### config.mk
export PLATFORM = sky130hd
export DESIGN_NAME = romc_mode_ctrl
export DESIGN_NICKNAME = d
export VERILOG_FILES = /design/src/core/romc_pkg.sv /design/src/core/romc_cmd_deframer.sv /design/src/core/romc_mode_ctrl.sv
export SDC_FILE = /design/constraint.sdc
export NUM_CORES = 1
export LEC_CHECK = 0
export ABC_AREA = 1
export BUFFER_PORTS_ARGS = -buffer_cell sky130_fd_sc_hd__buf_4
export CORE_ASPECT_RATIO = 0.5
export CORE_MARGIN = 5
export CORE_UTILIZATION = 45
export CTS_CLUSTER_DIAMETER = 120
export DETAILED_ROUTE_END_ITERATION = 10
export MAX_ROUTING_LAYER = met4
export PLACE_DENSITY = 0.75
export SYNTH_ARGS = -nofsm -noshare
export SYNTH_HDL_FRONTEND = slang
export SYNTH_SLANG_ARGS = --single-unit
export TNS_END_PERCENT = 5
### constraint.sdc
create_clock -name clk_in -period 2.2 [get_ports clk_in]
set_input_delay 0.44 -clock clk_in [delete_from_list [all_inputs] [get_ports clk_in]]
set_output_delay 0.44 -clock clk_in [all_outputs]
set_load 0.05 [all_outputs]
### src/core/romc_pkg.sv
// Constants shared by the operating-mode controller and its command deframer
package romc_pkg;

   // Clock rate
   localparam int CLK_MHZ = 100;

   // Reported state codes
   localparam logic [6:0] CODE_STANDBY  = 7'h40;
   localparam logic [6:0] CODE_SLEEP    = 7'h36;
   localparam logic [6:0] CODE_READY    = 7'h03;
   localparam logic [6:0] CODE_LOCK     = 7'h0F;
   localparam logic [6:0] CODE_RX       = 7'h33;
   localparam logic [6:0] CODE_TX       = 7'h5F;
   localparam logic [6:0] CODE_SHUTDOWN = 7'h00;

   // Command transfer layout
   localparam logic [7:0] CMD_HEADER    = 8'h80;
   localparam logic [7:0] CMD_TX        = 8'h60;
   localparam logic [7:0] CMD_RX        = 8'h61;
   localparam logic [7:0] CMD_READY     = 8'h62;
   localparam logic [7:0] CMD_STANDBY   = 8'h63;
   localparam logic [7:0] CMD_SLEEP     = 8'h64;
   localparam logic [7:0] CMD_LOCK_RX   = 8'h65;
   localparam logic [7:0] CMD_LOCK_TX   = 8'h66;
   localparam logic [7:0] CMD_ABORT     = 8'h67;

   // Timing
   localparam int STARTUP_TIME_US       = 650;
   localparam int STARTUP_CYCLES_DEF    = STARTUP_TIME_US * CLK_MHZ;
   localparam int LOCK_TIMEOUT_US       = 80;
   localparam int LOCK_TIMEOUT_CYC_DEF  = LOCK_TIMEOUT_US * CLK_MHZ;
   localparam int CNT_W                 = 17;

   // Reset values
   localparam logic [6:0] CAL_RESET     = 7'h00;

   // Controller states
   typedef enum logic [2:0] {
      ST_SHUTDOWN,
      ST_STARTUP,
      ST_READY,
      ST_STANDBY,
      ST_SLEEP,
      ST_LOCK,
      ST_RX,
      ST_TX
   } romc_state_type;

endpackage

### src/core/romc_cmd_deframer.sv
// Turns header plus code byte pairs from the serial port into command pulses
`timescale 1ns/1ps
`default_nettype none
module romc_cmd_deframer
   import romc_pkg::*;
(
   // Clock and reset
   input  wire logic       clk_in,
   input  wire logic       nrst_in,
   // Byte stream
   input  wire logic       spi_cs_n_in,
   input  wire logic       spi_byte_valid_in,
   input  wire logic [7:0] spi_byte_in,
   // Command out
   output logic            cmd_valid_out,
   output logic [7:0]      cmd_code_out
);

   typedef enum logic [1:0] {
      DF_HEADER,
      DF_CODE,
      DF_SKIP
   } romc_df_type;

   romc_df_type df_reg;
   romc_df_type df_next;
   logic        fire;

   always_comb begin
      df_next = df_reg;
      unique case (df_reg)
         DF_HEADER: begin
            if (spi_byte_valid_in) begin
               df_next = (spi_byte_in == CMD_HEADER) ? DF_CODE : DF_SKIP;
            end
         end
         DF_CODE: begin
            if (spi_byte_valid_in) begin
               df_next = DF_HEADER;
            end
         end
         DF_SKIP: begin
            df_next = DF_SKIP;
         end
         // Unused encoding falls back to header hunt
         default: begin
            df_next = DF_HEADER;
         end
      endcase
      // Other accesses have unknown length, so resync on deselect
      if (spi_cs_n_in) begin
         df_next = DF_HEADER;
      end
   end

   assign fire = !spi_cs_n_in && spi_byte_valid_in && (df_reg == DF_CODE);

   always_ff @(posedge clk_in or negedge nrst_in) begin
      if (!nrst_in) begin
         df_reg        <= DF_HEADER;
         cmd_valid_out <= 1'b0;
         cmd_code_out  <= 8'h00;
      end else begin
         df_reg        <= df_next;
         cmd_valid_out <= fire;
         if (fire) begin
            cmd_code_out <= spi_byte_in;
         end
      end
   end

endmodule
`default_nettype wire

### src/core/romc_mode_ctrl.sv
// Operating-mode state machine of the radio transceiver
`timescale 1ns/1ps
`default_nettype none
module romc_mode_ctrl
   import romc_pkg::*;
#(
   parameter int STARTUP_CYCLES      = STARTUP_CYCLES_DEF,
   parameter int LOCK_TIMEOUT_CYCLES = LOCK_TIMEOUT_CYC_DEF
)(
   // Clock and reset
   input  wire logic       clk_in,
   input  wire logic       nrst_in,
   // Shutdown pin
   input  wire logic       shutdown_pin_in,
   // Serial command byte stream
   input  wire logic       spi_cs_n_in,
   input  wire logic       spi_byte_valid_in,
   input  wire logic [7:0] spi_byte_in,
   // Radio events
   input  wire logic       synth_lock_in,
   input  wire logic       tx_done_in,
   input  wire logic       rx_done_in,
   input  wire logic       rx_timeout_in,
   input  wire logic       auto_turnaround_in,
   input  wire logic       ldcr_mode_in,
   // Wake-up
   input  wire logic       wakeup_in,
   input  wire logic       pending_tx_in,
   input  wire logic       pending_rx_in,
   // Battery monitor
   input  wire logic       low_batt_in,
   input  wire logic       batt_guard_en_in,
   // Synthesizer calibration
   input  wire logic [6:0] synth_cal_in,
   // State report
   output logic [6:0]      state_code_out,
   output logic            state_error_out,
   output logic            lock_held_out,
   output logic            cmd_ignored_out,
   // Supplies and pins
   output logic            supply_on_out,
   output logic            pins_oe_out,
   // Analog block enables
   output logic            crystal_osc_on_out,
   output logic            synth_on_out,
   output logic            wakeup_timer_on_out,
   output logic            rx_chain_on_out,
   output logic            power_amplifier_on_out,
   // Calibration word
   output logic [6:0]      synth_cal_result_out,
   output logic            synth_cal_valid_out
);

   // Code for each state
   function automatic logic [6:0] code_of(input romc_state_type s);
      logic [6:0] c;
      c = CODE_SHUTDOWN;
      unique case (s)
         ST_SHUTDOWN: c = CODE_SHUTDOWN;
         ST_STARTUP:  c = CODE_SHUTDOWN;
         ST_READY:    c = CODE_READY;
         ST_STANDBY:  c = CODE_STANDBY;
         ST_SLEEP:    c = CODE_SLEEP;
         ST_LOCK:     c = CODE_LOCK;
         ST_RX:       c = CODE_RX;
         ST_TX:       c = CODE_TX;
      endcase
      return c;
   endfunction
   // Check a code against the six defined codes other than the shutdown code
   function automatic logic code_valid(input logic [6:0] c);
      return (c == CODE_STANDBY) || (c == CODE_SLEEP) || (c == CODE_READY) ||
             (c == CODE_LOCK) || (c == CODE_RX) || (c == CODE_TX);
   endfunction
   romc_state_type   state_reg;
   romc_state_type   state_next;
   logic             hold_reg;
   logic             hold_next;
   logic             tgt_tx_reg;
   logic             tgt_tx_next;
   logic [CNT_W-1:0] cnt_reg;
   logic [CNT_W-1:0] cnt_next;
   logic             cmd_fire;
   logic [7:0]       cmd_code;
   logic             ignored_next;
   logic [6:0]       code_next;
   logic             startup_end;
   logic             lock_timeout;
   logic             lock_reached;
   logic             pa_blocked;
   logic             in_shutdown;

   romc_cmd_deframer u_deframer (
      .clk_in            (clk_in),
      .nrst_in           (nrst_in),
      .spi_cs_n_in       (spi_cs_n_in),
      .spi_byte_valid_in (spi_byte_valid_in),
      .spi_byte_in       (spi_byte_in),
      .cmd_valid_out     (cmd_fire),
      .cmd_code_out      (cmd_code)
   );
   // Timer, lock, battery and next-state decodes
   assign startup_end  = (cnt_reg == CNT_W'(STARTUP_CYCLES - 1));
   assign lock_timeout = (cnt_reg == CNT_W'(LOCK_TIMEOUT_CYCLES - 1));
   assign lock_reached = synth_lock_in || lock_timeout;
   assign pa_blocked   = low_batt_in && batt_guard_en_in;
   assign in_shutdown  = (state_next == ST_SHUTDOWN);
   assign code_next    = code_of(state_next);
   always_comb begin
      state_next   = state_reg;
      hold_next    = hold_reg;
      tgt_tx_next  = tgt_tx_reg;
      ignored_next = 1'b0;
      cnt_next     = cnt_reg;
      unique case (state_reg)
         ST_SHUTDOWN: begin
            cnt_next   = '0;
            state_next = ST_STARTUP;
         end
         ST_STARTUP: begin
            cnt_next = cnt_reg + CNT_W'(1);
            if (startup_end) begin
               state_next = ST_READY;
               hold_next  = 1'b1;
            end
         end
         ST_READY: begin
            if (!hold_reg) begin
               state_next = ST_LOCK;
               cnt_next   = '0;
            end else if (cmd_fire) begin
               unique case (cmd_code)
                  CMD_TX, CMD_RX: begin
                     state_next  = ST_LOCK;
                     hold_next   = 1'b0;
                     tgt_tx_next = (cmd_code == CMD_TX);
                     cnt_next    = '0;
                  end
                  CMD_LOCK_RX, CMD_LOCK_TX: begin
                     state_next  = ST_LOCK;
                     hold_next   = 1'b1;
                     tgt_tx_next = (cmd_code == CMD_LOCK_TX);
                     cnt_next    = '0;
                  end
                  CMD_STANDBY: state_next = ST_STANDBY;
                  CMD_SLEEP:   state_next = ST_SLEEP;
                  default:     ignored_next = 1'b1;
               endcase
            end
         end
         ST_STANDBY: begin
            if (cmd_fire) begin
               if (cmd_code == CMD_READY) begin
                  state_next = ST_READY;
                  hold_next  = 1'b1;
               end else begin
                  ignored_next = 1'b1;
               end
            end
         end
         ST_SLEEP: begin
            if (cmd_fire && (cmd_code == CMD_READY)) begin
               state_next = ST_READY;
               hold_next  = 1'b1;
            end else if (wakeup_in) begin
               state_next  = ST_READY;
               hold_next   = !(pending_tx_in || pending_rx_in);
               tgt_tx_next = pending_tx_in;
            end else if (cmd_fire) begin
               ignored_next = 1'b1;
            end
         end
         ST_LOCK: begin
            cnt_next = lock_timeout ? cnt_reg : cnt_reg + CNT_W'(1);
            if (hold_reg) begin
               if (cmd_fire) begin
                  if (cmd_code == CMD_READY) begin
                     state_next = ST_READY;
                  end else begin
                     ignored_next = 1'b1;
                  end
               end
            end else if (lock_reached) begin
               // active states entered only from lock
               state_next = tgt_tx_reg ? ST_TX : ST_RX;
            end else if (cmd_fire) begin
               ignored_next = 1'b1;
            end
         end
         ST_RX, ST_TX: begin
            if (cmd_fire && (cmd_code == CMD_ABORT)) begin
               state_next = ST_READY;
               hold_next  = 1'b1;
            end else if (auto_turnaround_in) begin
               state_next  = ST_LOCK;
               hold_next   = 1'b0;
               tgt_tx_next = (state_reg == ST_RX);
               cnt_next    = '0;
            end else if ((state_reg == ST_TX) && tx_done_in) begin
               state_next = ST_READY;
               hold_next  = 1'b1;
            end else if ((state_reg == ST_RX) && (rx_done_in || rx_timeout_in)) begin
               // receive ends in ready or sleep
               state_next = ldcr_mode_in ? ST_SLEEP : ST_READY;
               hold_next  = 1'b1;
            end else if (cmd_fire) begin
               ignored_next = 1'b1;
            end
         end
      endcase
      if (shutdown_pin_in) begin
         state_next   = ST_SHUTDOWN;
         hold_next    = 1'b1;
         tgt_tx_next  = 1'b0;
         cnt_next     = '0;
         ignored_next = 1'b0;
      end
   end

   // Reset starts like a shutdown release
   always_ff @(posedge clk_in or negedge nrst_in) begin
      if (!nrst_in) begin
         state_reg  <= ST_STARTUP;
         hold_reg   <= 1'b1;
         tgt_tx_reg <= 1'b0;
         cnt_reg    <= '0;
      end else begin
         state_reg  <= state_next;
         hold_reg   <= hold_next;
         tgt_tx_reg <= tgt_tx_next;
         cnt_reg    <= cnt_next;
      end
   end

   // Outputs registered from the next state
   always_ff @(posedge clk_in or negedge nrst_in) begin
      if (!nrst_in) begin
         state_code_out         <= CODE_SHUTDOWN;
         state_error_out        <= 1'b0;
         lock_held_out          <= 1'b0;
         cmd_ignored_out        <= 1'b0;
         supply_on_out          <= 1'b1;
         pins_oe_out            <= 1'b1;
         crystal_osc_on_out     <= 1'b1;
         synth_on_out           <= 1'b0;
         wakeup_timer_on_out    <= 1'b0;
         rx_chain_on_out        <= 1'b0;
         power_amplifier_on_out <= 1'b0;
      end else begin
         state_code_out         <= code_next;
         state_error_out        <= !code_valid(code_next) && !in_shutdown && (state_next != ST_STARTUP);
         lock_held_out          <= (state_next == ST_LOCK) && hold_next;
         cmd_ignored_out        <= ignored_next;
         supply_on_out          <= !in_shutdown;
         pins_oe_out            <= in_shutdown;
         crystal_osc_on_out     <= !in_shutdown && (state_next != ST_STANDBY) && (state_next != ST_SLEEP);
         synth_on_out           <= (state_next == ST_LOCK) || (state_next == ST_RX) || (state_next == ST_TX);
         wakeup_timer_on_out    <= (state_next == ST_SLEEP);
         rx_chain_on_out        <= (state_next == ST_RX);
         power_amplifier_on_out <= (state_next == ST_TX) && !pa_blocked;
      end
   end

   // Calibration word, lost at shutdown
   always_ff @(posedge clk_in or negedge nrst_in) begin
      if (!nrst_in) begin
         synth_cal_result_out <= CAL_RESET;
         synth_cal_valid_out  <= 1'b0;
      end else if (in_shutdown) begin
         synth_cal_result_out <= CAL_RESET;
         synth_cal_valid_out  <= 1'b0;
      end else if ((state_reg == ST_LOCK) && hold_reg) begin
         synth_cal_result_out <= synth_cal_in;
         synth_cal_valid_out  <= 1'b1;
      end else begin
         synth_cal_valid_out  <= 1'b0;
      end
   end
endmodule
`default_nettype wire

==> flow_summary_export.csv <==
group,metric,value,unit
logic_synthesis,synth-seq-cells,58,
global_route,grt-ovfl-total,0,
detailed_routing,routed_wl,9450,um
logic_synthesis,synth.net_count,513,
floorplanning,die_w,135,um
logic_synthesis,yosysMostFrequentCell,"nand2_1",
logic_synthesis,synth_edf_count,0,
power,ir_worst_vdd,0.451,mV
clocking,clock-sinks,58,
floorplanning,dieHeight,72.6,um
clocking,clockBufferDepth,2,
setup_path,cp_slowest_cell,"dfstp_2",
setup_path,cp.buffers_inverters,1,
final_layout,multi_input_area,1720,um^2
final_layout,nets,575,
placement,hpwl,7050,um
detailed_routing,ant_nets,0,
final_layout,nFillCells,690,
global_route,grt_pass1_wl,16000,um
timing,slew_headroom,52.6,%
floorplanning,pin_count,56,
detailed_routing,vias,3361,
timing,finalHoldViolCount,0,
logic_synthesis,ys_types,44,
power,power.total,2.91,mW
timing,setup_violations,0,
timing,tns,0,ns
floorplanning,core,7490,um^2
global_route,grt_max_degree,59,
power,p_leak,2.31,nW
clocking,clk_latency,0.33,ns
placement,place_congestion,0.959,
hold_path,hp-class,"primary input to async pin",
clocking,clockRootBuffer,"clkbuf_16",
setup_path,crit_family,"simple AND/OR/NAND/NOR gates",
global_route,antenna_found_initial,0,
detailed_routing,drc,0,
final_layout,antenna_cells,0,
clocking,h-tree-depth,3,
logic_synthesis,synthTopCellsByCount,"127 x nand2_1, 64 x inv_1, 56 x nor2_1",
logic_synthesis,synth_cells,481,
setup_path,path_max_fanout,10,
clocking,clk_pin_slew_worst_paths,0.05,ns
clocking,cts_made_buffers,9,
logic_synthesis,ys_warn_count,0,
final_layout,final_area,4420,um^2
logic_synthesis,yosys-top-cells-area,"dfrtp_1 38%, nand2_1 14%, inv_1 6.8%",
timing,fmax,0.502,GHz
detailed_routing,first_pass_iters,5,
clocking,tritoncts,"built",
setup_path,critPathKind,"flip-flop to flip-flop",
setup_path,worst_setup_path_start_kind,"flip-flop",
setup_path,cp_cell_sequence,"inv_2 -> nor2_8 -> nand2_2 -> a21oi_2 -> a21oi_1 -> nand3b_1 -> nor2_2 -> nor2_4 -> nand2_1 -> nor2_1",
setup_path,max_stage_delay,0.67,ns
placement,numPortBuffers,55,
timing,skew,0.0105,ns
timing,tightest_slew,0.710,ns
timing,fin_crit,1.99,ns
logic_synthesis,netlist_area,3530,um^2
power,power_density,658,nW/um^2
logic_synthesis,ys.flop_type,"dfrtp_1",
logic_synthesis,synth.top_cell.area_share,37.6,%
global_route,grt_pass1_vias,3346,
floorplanning,dieArea,9820,um^2
timing,rsz0062_at_grt,"false",
timing,fin_hold_ws,0.165,ns
detailed_routing,routed_via_density,5.12,
job,maxCapViolations,0,
final_layout,drive_gt1_share,23.7,%
logic_synthesis,syn_avg_cell_area,7.34,um^2
timing,post-route-period-util,90.5,%
logic_synthesis,synth_top_area_cell,"dfrtp_1",
floorplanning,rows,22,
clocking,ctsHoldBuffers,0,
timing,finalMaxSlewViolations,0,
logic_synthesis,ys_seq_area_share,41.3,%
final_layout,largest_register_ffs,17,
final_layout,area.growth.synth_to_final,25.3,%
outcome,status,"complete, no violations",
logic_synthesis,synthArstFlopShare,100,%
global_route,gr-usage-all-layers,21.2,%
detailed_routing,drtIter0Drc,452,
setup_path,worstSetupEndpointType,"flip-flop",
final_layout,regArea,1460,um^2
setup_path,cp.required,2.45,ns
setup_path,critPathArrivalTime,2.24,ns
floorplanning,initial_core_util,47.1,%
placement,dpl_cell_area,4050,um^2
detailed_routing,post_drt_wl_per_cell,14.4,um
-- metrics by stage --
| step | utilization [%] | cells | setup WS, ns |
|---|---|---|---|
| 2_1_floorplan | - | 481 | 0.492 |
| 3_3_place_gp | 54.0 | 638 | 0.181 |
| 3_5_place_dp | 54.0 | 638 | 0.198 |
| 4_1_cts | 58.8 | 654 | 0.164 |
| 5_1_grt | 59.1 | 656 | 0.00878 |
| 6_report | 59.1 | 656 | 0.210 |
-- routing by layer --
metal / part of all wire [%] / track usage, %
met4: 1.2 / 5.81
met5: 0 / -
met2: 43 / 29.5
met1: 47 / 30.0
met3: 8.8 / 6.47
-- kinds of logic (layout without fill, tap and decap cells) --
kind of cell             after synthesis  count (layout)  share of synthesized area, %
AND/OR/NAND/NOR                      282             282                          37.8
buffers and inverters                 85             152                          10.4
flip-flops                            58              58                          41.3
AO/OA/AOI/OAI                         49              49                          8.86
XOR/XNOR                               5               5                          1.24
adder cells (fa/ha/maj)                1               1                         0.354
other                                  1               1                         0.106
-- cell usage in the layout (no fill, tap or decap), types with 7 or more instances in the layout --
master       n
nor2_2       7
nor2_1      54
nor3_1      10
nand2_1    127
o21ai_0     19
o21ai_2     10
nand3_1     38
dfrtp_1     53
nor4_1       7
nand4_1     15
a21oi_1      8
inv_1       64
clkbuf_16    9
buf_4       64
-- what timing repair did --
item | CTS | global route
gates resized for setup | 0 | 3
endpoints found under the setup margin | 0 | 2
setup buffers | 0 | 2
-- worst reg2reg max path, stage by stage (launching register included) --
cell and delay [ns]:
dfstp_2 0.67, inv_2 0.11, nor2_8 0.18, nand2_2 0.12, a21oi_2 0.19, a21oi_1 0.07
nand3b_1 0.11, nor2_2 0.06, nor2_4 0.17, nand2_1 0.13, nor2_1 0.11
-- path summary, 6_finish.rpt --
check / startpoint / to / slack (ns) / cells past startpoint
hold / removal: nrst_in / u_deframer.df_reg[1]$_DFFE_PN0P_ / 0.16 / 1
min in group clk_in: synth_cal_in[0] / synth_cal_result_out[0]$_DFFE_PN0P_ / 0.31 / 3
max in group asynchronous: nrst_in / state_reg[2]$_DFF_PN0_ / 1.56 / 1
setup reg to reg: state_reg[0]$_DFF_PN1_ / rx_chain_on_out$_DFF_PN0_ / 0.21 / 10
hold reg to reg: u_deframer.cmd_code_out[6]$_DFFE_PN0P_ / u_deframer.cmd_code_out[6]$_DFFE_PN0P_ / 0.48 / 2
setup / recovery: state_reg[0]$_DFF_PN1_ / rx_chain_on_out$_DFF_PN0_ / 0.21 / 10
-- power breakdown --
part | total (mW) | internal (mW) | switching, mW
Sequential | 1.10 | 1.09 | 0.0161
Combinational | 0.170 | 0.0633 | 0.107
Clock | 1.64 | 1.17 | 0.471
Total | 2.91 | 2.32 | 0.593
-- area by class of cell --
class,instances,area share (%)
inverter,72,6.34
clock buffer,12,5.80
timing repair buffer,64,10.9
tap,108,3.06
sequential,58,33.0
clock inverter,4,2.21
multi-input combinational,338,38.8
Note: power is estimated with default switching activity, not from simulation.
